--- config.mk ---
export PLATFORM = sky130hd
export DESIGN_NAME = ltt_timer
export DESIGN_NICKNAME = d
export VERILOG_FILES = /design/src/ltt_pkg.sv /design/src/ltt_timer.sv /design/src/ltt_prescale.sv /design/src/ltt_edge_sync.sv
export SDC_FILE = /design/constraint.sdc
export NUM_CORES = 1
export LEC_CHECK = 0
export ABC_AREA = 0
export BUFFER_PORTS_ARGS = -buffer_cell sky130_fd_sc_hd__buf_2
export CORE_UTILIZATION = 63
export CTS_CLUSTER_SIZE = 25
export DETAILED_ROUTE_END_ITERATION = 12
export PLACE_DENSITY = 0.89
export REMOVE_ABC_BUFFERS = 1
export SYNTH_ARGS = -nofsm -noshare
export SYNTH_HDL_FRONTEND = slang
export SYNTH_SLANG_ARGS = --single-unit
--- constraint.sdc ---
create_clock -name ref_clk -period 6.1 [get_ports ref_clk]
set_input_delay 0.61 -clock ref_clk [delete_from_list [all_inputs] [get_ports ref_clk]]
set_output_delay 0.61 -clock ref_clk [all_outputs]
set_load 0.005 [all_outputs]
--- src/ltt_pkg.sv ---
// package: register map, field positions, reset values and timing counts of the timebase/capture timer
package ltt_pkg;

  // register byte offsets
  localparam logic [7:0] LTT_OFS_TB2_CTRL_STATUS = 8'h08;
  localparam logic [7:0] LTT_OFS_C2_RELOAD = 8'h09;
  localparam logic [7:0] LTT_OFS_C2_LIVE = 8'h0A;
  localparam logic [7:0] LTT_OFS_TB1_CAP_CTRL_STATUS = 8'h0B;
  localparam logic [7:0] LTT_OFS_CAPTURED = 8'h0C;
  localparam logic [7:0] LTT_OFS_IRQ_STATUS = 8'h0D;
  localparam logic [7:0] LTT_OFS_IRQ_CLEAR = 8'h0E;
  localparam logic [7:0] LTT_OFS_IRQ_ENABLE = 8'h0F;

  // timebase2_ctrl_status fields
  localparam int LTT_BIT_C2_OVF_FLAG = 0;
  localparam int LTT_BIT_C2_OVF_IE = 1;

  // timebase1_capture_ctrl_status fields
  localparam int LTT_BIT_TB1_OVF_FLAG = 3;
  localparam int LTT_BIT_TB1_IE = 4;
  localparam int LTT_BIT_PERIOD_SEL = 5;
  localparam int LTT_BIT_CAP_FLAG = 6;
  localparam int LTT_BIT_CAP_IE = 7;

  // interrupt status / clear / enable layout
  localparam int LTT_IRQ_TB1 = 0;
  localparam int LTT_IRQ_TB2 = 1;
  localparam int LTT_IRQ_CAP = 2;
  localparam int LTT_IRQ_NUM = 3;

  // reset values
  localparam logic [7:0] LTT_RST_BYTE = 8'h00;
  localparam logic LTT_RST_BIT = 1'b0;
  localparam logic [LTT_IRQ_NUM-1:0] LTT_RST_IRQ = 3'h0;

  // timing: counters step once per this many oscillator cycles
  localparam int LTT_OSC_DIV = 32;
  localparam int LTT_DIV_W = $clog2(LTT_OSC_DIV);
  localparam logic [LTT_DIV_W-1:0] LTT_DIV_LAST = LTT_DIV_W'(LTT_OSC_DIV - 1);
  // counter 1 wraps F9h -> 00h: 250 steps of 32 = 8000 oscillator periods
  localparam logic [7:0] LTT_C1_LAST = 8'hF9;
  // counter 2 overflows past FFh
  localparam logic [7:0] LTT_C2_LAST = 8'hFF;

endpackage : ltt_pkg

--- src/ltt_timer.sv ---
// top: timebase counters, input capture, register file and interrupt logic
`timescale 1ns/1ps
module ltt_timer
  import ltt_pkg::*;
(
  input wire logic ref_clk,
  input wire logic sys_rst,
  input wire logic [7:0] reg_addr,
  input wire logic [7:0] reg_wdata,
  input wire logic reg_wr,
  input wire logic reg_rd,
  output logic [7:0] reg_rdata,
  input wire logic capture_input_pin,
  input wire logic halt_mode,
  output logic irq
);

  // ---------------------------------------------------------------
  // state
  // ---------------------------------------------------------------
  logic step;
  logic pin_edge;

  logic [7:0] counter1_q;
  logic period_half_q;
  logic [7:0] counter2_q;
  logic [7:0] reload_value_bits_q;
  logic [7:0] captured_value_bits_q;

  logic counter2_overflow_irq_enable_q;
  logic counter2_overflow_flag_q;
  logic capture_irq_enable_q;
  logic capture_flag_q;
  logic timebase_period_select_q;
  logic timebase1_irq_enable_q;
  logic timebase1_overflow_flag_q;

  logic [LTT_IRQ_NUM-1:0] irq_status_q;
  logic [LTT_IRQ_NUM-1:0] irq_enable_q;
  logic [LTT_IRQ_NUM-1:0] irq_event;

  logic [7:0] rdata_d;
  logic [7:0] rdata_q;

  // ---------------------------------------------------------------
  // address decode
  // ---------------------------------------------------------------
  logic sel_tb2;
  logic sel_reload;
  logic sel_live;
  logic sel_tb1;
  logic sel_cap;
  logic sel_irq_status;
  logic sel_irq_clear;
  logic sel_irq_enable;

  // one select per mapped byte; anything else reads zero
  always_comb begin
    sel_tb2 = 1'b0;
    sel_reload = 1'b0;
    sel_live = 1'b0;
    sel_tb1 = 1'b0;
    sel_cap = 1'b0;
    sel_irq_status = 1'b0;
    sel_irq_clear = 1'b0;
    sel_irq_enable = 1'b0;
    if (reg_addr == LTT_OFS_TB2_CTRL_STATUS) begin
      sel_tb2 = 1'b1;
    end else if (reg_addr == LTT_OFS_C2_RELOAD) begin
      sel_reload = 1'b1;
    end else if (reg_addr == LTT_OFS_C2_LIVE) begin
      sel_live = 1'b1;
    end else if (reg_addr == LTT_OFS_TB1_CAP_CTRL_STATUS) begin
      sel_tb1 = 1'b1;
    end else if (reg_addr == LTT_OFS_CAPTURED) begin
      sel_cap = 1'b1;
    end else if (reg_addr == LTT_OFS_IRQ_STATUS) begin
      sel_irq_status = 1'b1;
    end else if (reg_addr == LTT_OFS_IRQ_CLEAR) begin
      sel_irq_clear = 1'b1;
    end else if (reg_addr == LTT_OFS_IRQ_ENABLE) begin
      sel_irq_enable = 1'b1;
    end
  end

  // read strobes that carry a clearing side effect
  logic rd_tb2;
  logic rd_tb1;
  logic rd_cap;
  assign rd_tb2 = reg_rd && sel_tb2;
  assign rd_tb1 = reg_rd && sel_tb1;
  assign rd_cap = reg_rd && sel_cap;

  // ---------------------------------------------------------------
  // shared step source and capture edge
  // ---------------------------------------------------------------
  ltt_prescale u_prescale (
    .ref_clk(ref_clk),
    .sys_rst(sys_rst),
    .halt_mode(halt_mode),
    .step(step)
  );

  ltt_edge_sync u_edge (
    .ref_clk(ref_clk),
    .sys_rst(sys_rst),
    .pin_in(capture_input_pin),
    .edge_seen(pin_edge)
  );

  // ---------------------------------------------------------------
  // counter 1: free-running timebase
  // ---------------------------------------------------------------
  logic c1_wrap;
  logic tb1_event;
  assign c1_wrap = step && (counter1_q == LTT_C1_LAST);
  // long period counts two wraps per event, so 16000 instead of 8000
  assign tb1_event = c1_wrap && (!timebase_period_select_q || period_half_q);

  // counter 1 from zero, one step per prescaler pulse; step is dead in halt
  always_ff @(posedge ref_clk) begin
    if (sys_rst) begin
      counter1_q <= LTT_RST_BYTE;
    end else if (c1_wrap) begin
      counter1_q <= LTT_RST_BYTE;
    end else if (step) begin
      counter1_q <= counter1_q + 8'h01;
    end
  end

  // half-period marker for the doubled timebase
  always_ff @(posedge ref_clk) begin
    if (sys_rst) begin
      period_half_q <= LTT_RST_BIT;
    end else if (!timebase_period_select_q) begin
      period_half_q <= LTT_RST_BIT; // short period: keep aligned for a later switch
    end else if (c1_wrap) begin
      period_half_q <= !period_half_q;
    end
  end

  // ---------------------------------------------------------------
  // counter 2: auto-reload timebase
  // ---------------------------------------------------------------
  logic tb2_event;
  assign tb2_event = step && (counter2_q == LTT_C2_LAST);

  // reload register is read at the wrap, so a new value waits for the next one
  always_ff @(posedge ref_clk) begin
    if (sys_rst) begin
      counter2_q <= LTT_RST_BYTE;
    end else if (tb2_event) begin
      counter2_q <= reload_value_bits_q;
    end else if (step) begin
      counter2_q <= counter2_q + 8'h01;
    end
  end

  // ---------------------------------------------------------------
  // input capture
  // ---------------------------------------------------------------
  logic cap_event;
  // flag still set inhibits the capture, so the first value is kept
  assign cap_event = pin_edge && !capture_flag_q;

  always_ff @(posedge ref_clk) begin
    if (sys_rst) begin
      captured_value_bits_q <= LTT_RST_BYTE;
    end else if (cap_event) begin
      captured_value_bits_q <= counter1_q;
    end
  end

  // ---------------------------------------------------------------
  // software control bits
  // ---------------------------------------------------------------
  // enables and period select; reserved and flag bits of the write are dropped
  always_ff @(posedge ref_clk) begin
    if (sys_rst) begin
      counter2_overflow_irq_enable_q <= LTT_RST_BIT;
      capture_irq_enable_q <= LTT_RST_BIT;
      timebase_period_select_q <= LTT_RST_BIT;
      timebase1_irq_enable_q <= LTT_RST_BIT;
    end else if (reg_wr && sel_tb2) begin
      counter2_overflow_irq_enable_q <= reg_wdata[LTT_BIT_C2_OVF_IE];
    end else if (reg_wr && sel_tb1) begin
      capture_irq_enable_q <= reg_wdata[LTT_BIT_CAP_IE];
      timebase_period_select_q <= reg_wdata[LTT_BIT_PERIOD_SEL];
      timebase1_irq_enable_q <= reg_wdata[LTT_BIT_TB1_IE];
    end
  end

  // reload value; writes to the live count address are ignored
  always_ff @(posedge ref_clk) begin
    if (sys_rst) begin
      reload_value_bits_q <= LTT_RST_BYTE;
    end else if (reg_wr && sel_reload) begin
      reload_value_bits_q <= reg_wdata;
    end
  end

  // ---------------------------------------------------------------
  // read-to-clear flags; hardware set beats the clearing read
  // ---------------------------------------------------------------
  always_ff @(posedge ref_clk) begin
    if (sys_rst) begin
      counter2_overflow_flag_q <= LTT_RST_BIT;
    end else if (tb2_event) begin
      counter2_overflow_flag_q <= 1'b1;
    end else if (rd_tb2) begin
      counter2_overflow_flag_q <= 1'b0;
    end
  end

  always_ff @(posedge ref_clk) begin
    if (sys_rst) begin
      timebase1_overflow_flag_q <= LTT_RST_BIT;
    end else if (tb1_event) begin
      timebase1_overflow_flag_q <= 1'b1;
    end else if (rd_tb1) begin
      timebase1_overflow_flag_q <= 1'b0;
    end
  end

  // reset to zero here, though software still settles it with one read
  always_ff @(posedge ref_clk) begin
    if (sys_rst) begin
      capture_flag_q <= LTT_RST_BIT;
    end else if (cap_event) begin
      capture_flag_q <= 1'b1;
    end else if (rd_cap) begin
      capture_flag_q <= 1'b0;
    end
  end

  // ---------------------------------------------------------------
  // interrupt status, clear and enable
  // ---------------------------------------------------------------
  // an event only requests when its own enable bit is set
  assign irq_event[LTT_IRQ_TB1] = tb1_event && timebase1_irq_enable_q;
  assign irq_event[LTT_IRQ_TB2] = tb2_event && counter2_overflow_irq_enable_q;
  assign irq_event[LTT_IRQ_CAP] = cap_event && capture_irq_enable_q;

  // sticky bits, write-one-to-clear; a new event in the clear cycle survives
  genvar gi;
  generate
    for (gi = 0; gi < LTT_IRQ_NUM; gi = gi + 1) begin : g_irq
      always_ff @(posedge ref_clk) begin
        if (sys_rst) begin
          irq_status_q[gi] <= LTT_RST_BIT;
        end else if (irq_event[gi]) begin
          irq_status_q[gi] <= 1'b1;
        end else if (reg_wr && sel_irq_clear && reg_wdata[gi]) begin
          irq_status_q[gi] <= 1'b0;
        end
      end
    end
  endgenerate

  always_ff @(posedge ref_clk) begin
    if (sys_rst) begin
      irq_enable_q <= LTT_RST_IRQ;
    end else if (reg_wr && sel_irq_enable) begin
      irq_enable_q <= reg_wdata[LTT_IRQ_NUM-1:0];
    end
  end

  // level output, held while any enabled sticky bit stays set
  assign irq = |(irq_status_q & irq_enable_q);

  // ---------------------------------------------------------------
  // read path: data stand in the cycle after the strobe only
  // ---------------------------------------------------------------
  always_comb begin
    rdata_d = LTT_RST_BYTE;
    if (sel_tb2) begin
      rdata_d[LTT_BIT_C2_OVF_IE] = counter2_overflow_irq_enable_q;
      rdata_d[LTT_BIT_C2_OVF_FLAG] = counter2_overflow_flag_q;
    end else if (sel_reload) begin
      rdata_d = reload_value_bits_q;
    end else if (sel_live) begin
      rdata_d = counter2_q;
    end else if (sel_tb1) begin
      rdata_d[LTT_BIT_CAP_IE] = capture_irq_enable_q;
      rdata_d[LTT_BIT_CAP_FLAG] = capture_flag_q;
      rdata_d[LTT_BIT_PERIOD_SEL] = timebase_period_select_q;
      rdata_d[LTT_BIT_TB1_IE] = timebase1_irq_enable_q;
      rdata_d[LTT_BIT_TB1_OVF_FLAG] = timebase1_overflow_flag_q;
    end else if (sel_cap) begin
      rdata_d = captured_value_bits_q;
    end else if (sel_irq_status) begin
      rdata_d[LTT_IRQ_NUM-1:0] = irq_status_q;
    end else if (sel_irq_enable) begin
      rdata_d[LTT_IRQ_NUM-1:0] = irq_enable_q;
    end
  end

  // returns to zero outside the answer cycle so stale data never linger
  always_ff @(posedge ref_clk) begin
    if (sys_rst) begin
      rdata_q <= LTT_RST_BYTE;
    end else if (reg_rd) begin
      rdata_q <= rdata_d;
    end else begin
      rdata_q <= LTT_RST_BYTE;
    end
  end

  assign reg_rdata = rdata_q;

endmodule : ltt_timer

--- src/ltt_prescale.sv ---
// prescaler: one-cycle step pulse every 32 oscillator cycles, frozen in halt
`timescale 1ns/1ps
module ltt_prescale
  import ltt_pkg::*;
(
  input wire logic ref_clk,
  input wire logic sys_rst,
  input wire logic halt_mode,
  output logic step
);

  logic [LTT_DIV_W-1:0] div_q;

  // free count of oscillator cycles; holds its place while halted
  always_ff @(posedge ref_clk) begin
    if (sys_rst) begin
      div_q <= '0;
    end else if (!halt_mode) begin
      div_q <= div_q + 1'b1;
    end
  end

  // step only on the last cycle of each group, never while halted
  assign step = !halt_mode && (div_q == LTT_DIV_LAST);

endmodule : ltt_prescale

--- src/ltt_edge_sync.sv ---
// capture pin synchroniser and both-edge detector
`timescale 1ns/1ps
module ltt_edge_sync
  import ltt_pkg::*;
(
  input wire logic ref_clk,
  input wire logic sys_rst,
  input wire logic pin_in,
  output logic edge_seen
);

  logic meta_q;
  logic sync_q;
  logic last_q;

  // two flops before any logic; only sync_q reads meta_q
  always_ff @(posedge ref_clk) begin
    if (sys_rst) begin
      meta_q <= LTT_RST_BIT;
      sync_q <= LTT_RST_BIT;
      last_q <= LTT_RST_BIT;
    end else begin
      meta_q <= pin_in;
      sync_q <= meta_q;
      last_q <= sync_q;
    end
  end

  // rising or falling edge of the synchronised level
  // note: a pin level that differs from reset low gives one edge after reset
  assign edge_seen = sync_q ^ last_q;

endmodule : ltt_edge_sync

Word-level counts from Yosys, hierarchy flattened
Index checks and enable logic that the tools add are counted.
{"block": "word_totals", "register_bits": 62, "latchBits": 0, "ram_bits": 0, "rom_bits": 0, "input_bits": 22, "out_inout_bits": 9, "wordCells": 137, "memories": 0}
{"block": "classes", "add_sub_neg": 3, "mul": 0, "div_mod_pow": 0, "magnitude_cmp": 0, "n_eq_ne": 11, "shifts": 0, "n_mux": 59, "bitwise_logic": 5, "reduce_logical": 37}
{"operator": "8-bit by 4-bit equality test with 1-bit output, second input constant", "count": 8}
{"operator": "1-bit two-way mux", "count": 48}
{"operator": "8-bit two-way mux", "count": 4}
{"operator": "1-bit logical AND", "count": 19}
{"operator": "8-bit by 1-bit adder with 8-bit output, second input constant", "count": 2}
{"operator": "8-bit equality test, second input constant", "count": 2}
{"operator": "2-bit nonzero test", "count": 7}
{"operator": "3-bit two-way mux", "count": 4}
{"operator": "5-bit two-way mux", "count": 2}
{"operator": "2-bit OR reduction", "count": 3}
{"operator": "3-bit OR reduction", "count": 2}
{"operator": "5-bit by 1-bit adder with 5-bit output, second input constant", "count": 1}
{"operator": "5-bit equality test, second input constant", "count": 1}
{"operator": "1-bit logical NOT", "count": 4}
{"operator": "3-bit bitwise AND", "count": 1}
{"operator": "1-bit inverter", "count": 3}
{"operator": "2-bit two-way mux", "count": 1}
{"operator": "2-bit AND reduction", "count": 1}
{"operator": "1-bit logical OR", "count": 1}
{"operator": "1-bit bitwise XOR", "count": 1}

Depth between registers and ports, before layout
Gate-level depths: netlist of run 1.
{"block": "depth", "depth_word": 16, "depth_mapped": 8, "ltp_nobuf": 7}

By module
Synthesis of run 1 repeated with hierarchy kept, for this count alone.
{"block": "hier_totals", "hier_cells": 325, "hier_area_um2": 2852.7}
{"module": "ltt_timer", "instances": 1, "cells_per_inst": 296, "area_each_um2": 2518.7, "seq_area_each_um2": 1081.0}
{"module": "ltt_prescale", "instances": 1, "cells_per_inst": 22, "area_each_um2": 246.5, "seq_area_each_um2": 100.1}
{"module": "ltt_edge_sync", "instances": 1, "cells_per_inst": 7, "area_each_um2": 87.6, "seq_area_each_um2": 60.1}

Least setup slack after synthesis of run 1
No wires, ideal clock.
{"block": "synth_timing", "path_type": "input port to flip-flop", "start": "input reg_addr[4]", "end": "register irq_enable_q[0]", "setup_time_ps": 128, "arrival_time_ps": 1867, "required_ps": 5972, "setup_slack_ps": 4106, "cell_stages": 5, "path_buffers": 1, "path_cell_list": "or4b_4 > buf_6 > nor4_4 > mux2i_1 > nor2_1"}
{"block": "synth_between", "elab_chain_len": 10, "word_cells_on_any_way": 17, "classes_between": "eq/ne (8); mux (8); reduce/logical (1)"}
{"item": "start, declared", "line_no": "ltt_timer.sv:8", "text": "input wire logic [7:0] reg_addr,"}
{"item": "8-bit by 4-bit equality test with 1-bit output", "line_no": "ltt_timer.sv:81", "text": "end else if (reg_addr == LTT_OFS_IRQ_ENABLE) begin"}
{"item": "1-bit two-way mux", "line_no": "ltt_timer.sv:81"}
{"item": "1-bit two-way mux", "line_no": "ltt_timer.sv:79", "text": "end else if (reg_addr == LTT_OFS_IRQ_CLEAR) begin"}
{"item": "1-bit two-way mux", "line_no": "ltt_timer.sv:77", "text": "end else if (reg_addr == LTT_OFS_IRQ_STATUS) begin"}
{"item": "1-bit two-way mux", "line_no": "ltt_timer.sv:75", "text": "end else if (reg_addr == LTT_OFS_CAPTURED) begin"}
{"item": "1-bit two-way mux", "line_no": "ltt_timer.sv:73", "text": "end else if (reg_addr == LTT_OFS_TB1_CAP_CTRL_STATUS) begin"}
{"item": "1-bit two-way mux", "line_no": "ltt_timer.sv:71", "text": "end else if (reg_addr == LTT_OFS_C2_LIVE) begin"}
{"item": "1-bit two-way mux", "line_no": "ltt_timer.sv:69", "text": "end else if (reg_addr == LTT_OFS_C2_RELOAD) begin"}
{"item": "1-bit two-way mux *", "line_no": "ltt_timer.sv:67", "text": "if (reg_addr == LTT_OFS_TB2_CTRL_STATUS) begin"}
{"item": "1-bit logical AND *", "line_no": "ltt_timer.sv:263", "text": "end else if (reg_wr && sel_irq_enable) begin"}
{"item": "end signal, assigned", "line_no": "ltt_timer.sv:264", "text": "irq_enable_q <= reg_wdata[LTT_IRQ_NUM-1:0];"}
{"item": "end, declared", "line_no": "ltt_timer.sv:39", "text": "logic [LTT_IRQ_NUM-1:0] irq_enable_q;"}
Mark *: on every way between the ends. The rest lies on a longest branch, timed or not.
A chain may end at the register's enable or synchronous reset.

Worst setup path after layout of run 1
{"block": "layout_timing", "start": "register u_prescale.div_q[0]", "end": "register counter2_q[5]"}
{"block": "layout_between", "elab_chain_len": 4, "word_cells_on_any_way": 5, "classes_between": "eq/ne (1); mux (1); reduce/logical (3)"}
{"item": "start, declared", "line_no": "ltt_prescale.sv:12", "text": "logic [LTT_DIV_W-1:0] div_q;"}
{"item": "start signal, assigned", "line_no": "ltt_prescale.sv:19", "text": "div_q <= div_q + 1'b1;"}
{"item": "5-bit equality test *", "line_no": "ltt_prescale.sv:24", "text": "assign step = !halt_mode && (div_q == LTT_DIV_LAST);"}
{"item": "1-bit logical AND *", "line_no": "ltt_prescale.sv:24"}
{"item": "1-bit logical AND", "line_no": "ltt_timer.sv:146", "text": "assign tb2_event = step && (counter2_q == LTT_C2_LAST);"}
{"item": "8-bit two-way mux / 2-bit nonzero test (equally long branches)"}
{"item": "end signal, assigned", "line_no": "ltt_timer.sv:153", "text": "counter2_q <= reload_value_bits_q;"}
{"item": "end signal, assigned", "line_no": "ltt_timer.sv:155", "text": "counter2_q <= counter2_q + 8'h01;"}
{"item": "end, declared", "line_no": "ltt_timer.sv:26", "text": "logic [7:0] counter2_q;"}
Marks and branches as above.

==> results of run 1 <==
-- cell usage after synthesis, drive strengths merged, types with 5 or more instances --
master   n
nor2    49
nand4    5
o21ai   14
dfxtp   62
nor3     6
nand3    5
clkbuf  12
ha       5
a21oi   16
xnor2    7
buf      5
mux2i   25
xor2     5
a211oi  10
nor2b   13
nand2   26
inv      6
-- power groups by stage --
stage,registers (W),logic [W],clock network [W]
5_1_grt,0.000410,0.0000501,0.000468
6_report,0.000410,0.0000468,0.000447
2_1_floorplan,0.000419,0.0000209,0
3_5_place_dp,0.000419,0.0000455,0
4_1_cts,0.000410,0.0000460,0.000448
3_3_place_gp,0.000419,0.0000444,0
-- worst register-to-register path, delay by kind of cell, from the launching register on --
family	cells	cell delay, ps
DFF	1	370
AOI/OAI and AO/OA	2	480
and+or+nand+nor	3	1060
adders and majority gates	2	420
-- final cells by class --
| type | count | area (µm²) |
|---|---|---|
| fill | 319 | 1080 |
| clock buffer | 10 | 138 |
| clock inverter | 6 | 109 |
| tap | 52 | 65.1 |
| timing repair buffer | 30 | 150 |
| inverter | 6 | 22.5 |
| sequential | 62 | 1240 |
| multi-input combinational | 240 | 1610 |
-- through the flow --
step                      area (µm²)  util, %  hold WS, ps  worst slack, ps  total power (W)
final                           3340     75.6          440             3680         0.000904
after global routing            3340     75.6          463             3490         0.000928
after global placement          3090     70.0          417             3720         0.000463
after detailed placement        3090     70.0          430             3640         0.000465
after floorplan                 2880        -          414             4030         0.000439
after CTS                       3340     75.6          447             3700         0.000904
-- path summary, 6_finish.rpt --
| check | to | start | slack [ps] |
|---|---|---|---|
| min reg2reg | u_edge.sync_q | u_edge.meta_q | 440 |
| max | counter2_q[5] | u_prescale.div_q[0] | 3680 |
| max reg2reg | counter2_q[5] | u_prescale.div_q[0] | 3680 |
| min | u_edge.sync_q | u_edge.meta_q | 440 |
-- metal layers --
metal	vias to the layer above	wire length [µm]
met5	-	0
met4	0	227
met3	26	468
met2	104	3290
met1	1187	3000
li1	1206	-
-- flip-flops by register name (all words and copies together), names as in the netlist, 3 cells and up --
name                   cells
irq_enable_q               3
irq_status_q               3
counter2_q                 8
counter1_q                 8
reload_value_bits_q        8
reg_rdata                  8
captured_value_bits_q      8
u_prescale.div_q           5
-- cell families (layout without fill, tap and decap cells) --
kind of cell / after synthesis / count (layout) / synth area share (%)
flip-flops: 62 / 62 / 42.1
XOR/XNOR: 12 / 12 / 3.56
buffers and inverters: 23 / 52 / 3.35
AO/OA/AOI/OAI: 66 / 66 / 15.6
adder cells (fa/ha/maj): 5 / 5 / 2.12
AND/OR/NAND/NOR: 130 / 130 / 24.1
multiplexers: 27 / 27 / 9.24
==> results.toml, run 1 <==
[status]
status = "finished, final reports clean"

[route]
vias = 2523
drc_errors = 0
first_pass_iters = 5
final_antenna_net_count = 0
totalWireLength_um = 6990
drt-initial-drc-count = 191
viasPerCell = 6.21
wl_per_cell_um = 17.2

[cts]
cts_resized = 0
root_buffer = "clkbuf_8"
clock_latency_ps = 350
hold_buffers = 0
clock-sinks = 62
clockBufferDepth = 2
numCtsBuffers = 9
cts_setup_buffers = 0
htreeDepth = 3
cts_tree = "done"
path_clk_slew_ps = 70

[sta]
hold_viol_final = 0
min_period_ps = 2420
max_slew_margin_pct = 42.5
tns_ps = 0
rsz0062_at_grt = "false"
final_max_slew_viol_count = 0
setup_violations = 0
maxClockFrequency_ghz = 0.413
finalCritPeriodShare_pct = 39.7
finalClockSkew_ps = 7.24
worst_pin_slew_ps = 860

[flow_run]
drv_cap = 0

[global_routing]
grt-ovfl-total = 0
grt_util_met3_pct = 7.22
grt_util_met1_pct = 37.3
grt_use_total_pct = 30.5
grt_max_degree = 49
busiest_layer = "met2"
grt_pass1_wl_um = 11700
grt_pass1_vias = 2485
met2_usage_pct = 47.8
antenna_found_initial = 0

[critical_path]
worst-path-stages = 7
end_kind = "register"
arrival_ps = 2680
critPathMaxStageDelay_ps = 720
crit_top_cell = "ha_1"
critPathTopFamily = "simple AND/OR/NAND/NOR gates"
path_cells = "ha_1, and3_1, ha_1, nor2b_1, nand2_1, o21ba_2, a311oi_1"
startpoint_type = "register"
worstSetupPathType = "reg2reg"
critPathMaxFanout = 13
crit_required_ps = 6350
crit_buf_inv = 0
crit_path_top_delay_cell = "nor2b_1"
reg2regPathDepth = 7

[synth]
seq_area_frac_synth_pct = 42.1
synth.avg_cell_area_um2 = 9.08
netlist_top_cells_area = "dfxtp_1 42%, mux2i_1 8.5%, nor2_1 6.1%, nand2_1 3.3%, nor2b_1 2.8%"
synth_cell_types = 52
synth_cells = 325
synth.largest_area_cell = "dfxtp_1"
synth-edff-count = 0
yosysTopAreaCellShare_pct = 42.1
ys_async_sr_fraction_pct = 0
yosys_warnings = 0
synthesis.area_um2 = 2950
yosys_most_used_dff = "dfxtp_1"
ys_ff_latch = 62

[pwr]
combPwrFrac_pct = 5.2
internal-power_w = 0.000706
switchingPower_w = 0.000198
vdd_ir_drop_max_v = 0.000192
power_frac_seq_pct = 45.3
clkPwrFrac_pct = 49.5
p_per_area_nw_per_um2 = 271
p_sw_share_pct = 21.9
p_leak_nw = 1.30

[final_layout]
fin_cells = 406
nets = 376
diodes = 0
layout_commonest_cell = "dfxtp_1"
layout_common_cells = "62 x dfxtp_1, 48 x nor2_1, 30 x buf_2, 26 x nand2_1, 25 x mux2i_1"
syn2layout_area_growth_pct = 13.1
drive_above_1_share_pct = 17.2

[placed_design]
dp_cells = 390
gp_congestion = 0.846
dp_hpwl_um = 4780
numPortBuffers = 30

[worst_hold_path]
hold_depth = 1
hold_class = "reg2reg"

[floorplan]
die_x_um = 70.4
start_util_pct = 66.9
core_um2 = 4410
io_pins = 31
chipHeight_um = 70.4
core.rowCount = 24
dieArea_um2 = 4960
Power figures use the tool's default switching activity.
==> run 2: changes to the inputs <==
- CORE_UTILIZATION: 63 -> 58
- PLACE_DENSITY: 0.89 -> 0.83
- clock period: 6.1 -> 2.5 ns (I/O delays scaled with it)
==> run 2 against run 1 <==
  * Via count grew 1.5%
  * Combinational power grew to 2.5 times the previous value
  * Register-to-register slack lost 3400 ps
  * Final area grew 2.1%
  * Routed wire length shrank 2.1%
  * Power grew 140%
  * Non-clock buffer count grew 7
  * Die area grew 8.4%
  * Clock-buffer cell count shrank 1
  * Critical path depth is the same
  * Sequential cell count is the same
  * Critical path type unchanged
  * Critical endpoint unchanged
  * Largest cell class unchanged
  * Largest power group unchanged
==> results.toml, run 2 (same netlist as run 1, synthesis figures left out) <==
[route]
vias = 2560
totalWireLength_um = 6840
drt-initial-drc-count = 246
viasPerCell = 5.98
wl_per_cell_um = 16.0
final_antenna_net_count = 0
first_pass_iters = 5
drc_errors = 0

[critical_path]
crit_buf_inv = 0
r2r-start = "u_prescale.div_q[0]"
end_kind = "register"
critPathMaxStageDelay_ps = 490
arrival_ps = 2460
r2r-end = "counter2_q[5]"
crit_required_ps = 2750
critPathMaxFanout = 8
startpoint_type = "register"
reg2regPathDepth = 7
path_cells = "ha_1, and3_1, ha_1, nor2b_1, nand2_1, o21ba_2, a311oi_1"
worstSetupPathType = "reg2reg"
crit_path_top_delay_cell = "nor2b_1"
crit_top_cell = "ha_1"
r2r_slack_ps = 290
critPathTopFamily = "simple AND/OR/NAND/NOR gates"

[pwr]
p_leak_nw = 1.33
vdd_ir_drop_max_v = 0.000443
p_per_area_nw_per_um2 = 648

[floorplan]
core.rowCount = 25
core_um2 = 4820
dieArea_um2 = 5380
die_x_um = 73.3
start_util_pct = 61.3
chipHeight_um = 73.3
io_pins = 31

[final_layout]
drive_above_1_share_pct = 18.8
layout_commonest_cell = "dfxtp_1"
diodes = 0
nFillCells = 381
nets = 383
layout_common_cells = "62 x dfxtp_1, 48 x nor2_1, 30 x buf_2, 26 x nand2_1, 25 x mux2i_1"
syn2layout_area_growth_pct = 15.5

[worst_hold_path]
hold_depth = 2
min_to = "u_edge.meta_q"
hp-start = "capture_input_pin"
hold_class = "in2reg"

[cts]
clockBufferDepth = 2
numCtsBuffers = 9
clock_latency_ps = 350
cts_resized = 0
cts_setup_buffers = 0
clock-sinks = 62
path_clk_slew_ps = 80
cts_tree = "done"
hold_buffers = 0
root_buffer = "clkbuf_8"
htreeDepth = 3

[sta]
hold_viol_final = 0
finalClockSkew_ps = 9.53
rsz0062_at_grt = "false"
setup_violations = 0
max_slew_margin_pct = 63.4
final_max_slew_viol_count = 0
holdWs_ps = 115
min_period_ps = 2210
layout_setup_ws_ps = 289
finalCritPeriodShare_pct = 88.4
maxClockFrequency_ghz = 0.452
worst_pin_slew_ps = 548
tns_ps = 0

[global_routing]
grt-ovfl-total = 0
grt_pass1_wl_um = 10600
grt_use_total_pct = 26.8
antenna_found_initial = 0
grt_pass1_vias = 2275
grt_max_degree = 31

[status]
status = "finished, final reports clean"

[placed_design]
dp_hpwl_um = 4910
numPortBuffers = 30
pre_cts_ws_ps = 394
gp_congestion = 0.879

[flow_run]
drv_cap = 0
-- run 2: cell types whose count changed in the layout (fill, tap and decap cells not counted), sizes merged --
cell,previous run,this run
buf,30,37
clkbuf,10,9
clkinvlp,0,2
clkinv,3,2
-- run 2: where the power goes --
group / internal [W] / total [W] / leakage [nW] / switching [W]
clock network: 0.000665 / 0.00109 / 0.116 / 0.000425
registers: 0.000994 / 0.00100 / 0.500 / 0.00000625
logic: 0.0000446 / 0.000117 / 0.713 / 0.0000724
-- run 2: worst max path at each step --
stage	startpoint	to	slack, ps	cells past startpoint
after floorplan	u_prescale.div_q[0]	counter2_q[5]	430	7
after global placement	u_prescale.div_q[0]	counter1_q[4]	470	8
after detailed placement	u_prescale.div_q[0]	counter2_q[5]	390	7
after CTS	u_prescale.div_q[0]	counter1_q[6]	370	8
after global routing	u_prescale.div_q[0]	counter1_q[6]	160	8
final	u_prescale.div_q[0]	counter2_q[5]	290	7
-- run 2: worst register-to-register path, delay by kind of cell (launching register included) --
family / cells / cell delay (ps)
fa+ha+maj: 2 / 400
simple gates: 3 / 800
compound gates: 2 / 540
flops: 1 / 370
-- run 2: per-layer routing --
metal | GRT usage [%] | part of all wire [%] | vias up
li1 | - | - | 1224
met1 | 33.5 | 44 | 1194
met2 | 44.4 | 47 | 127
met3 | 5.49 | 8.0 | 15
met4 | 12.0 | 1.7 | 0
met5 | 0 | 0 | -
-- run 2: cell type report --
cell class,count,area [µm²],area share [%]
Multi-Input combinational cell,240,1610,47.3
Sequential cell,62,1240,36.4
Timing Repair Buffer,37,203,5.95
Clock buffer,9,124,3.63
Clock inverter,7,123,3.60
Tap cell,67,83.8,2.46
Inverter,6,22.5,0.661
-- run 2: metrics by stage --
stage / util (%) / std cells / instance area, µm² / total power [W]
2_1_floorplan: - / 308 / 2880 / 0.00107
3_3_place_gp: 65.6 / 412 / 3160 / 0.00114
3_5_place_dp: 65.6 / 412 / 3160 / 0.00114
4_1_cts: 70.8 / 428 / 3410 / 0.00221
5_1_grt: 70.8 / 428 / 3410 / 0.00227
6_report: 70.8 / 428 / 3410 / 0.00221
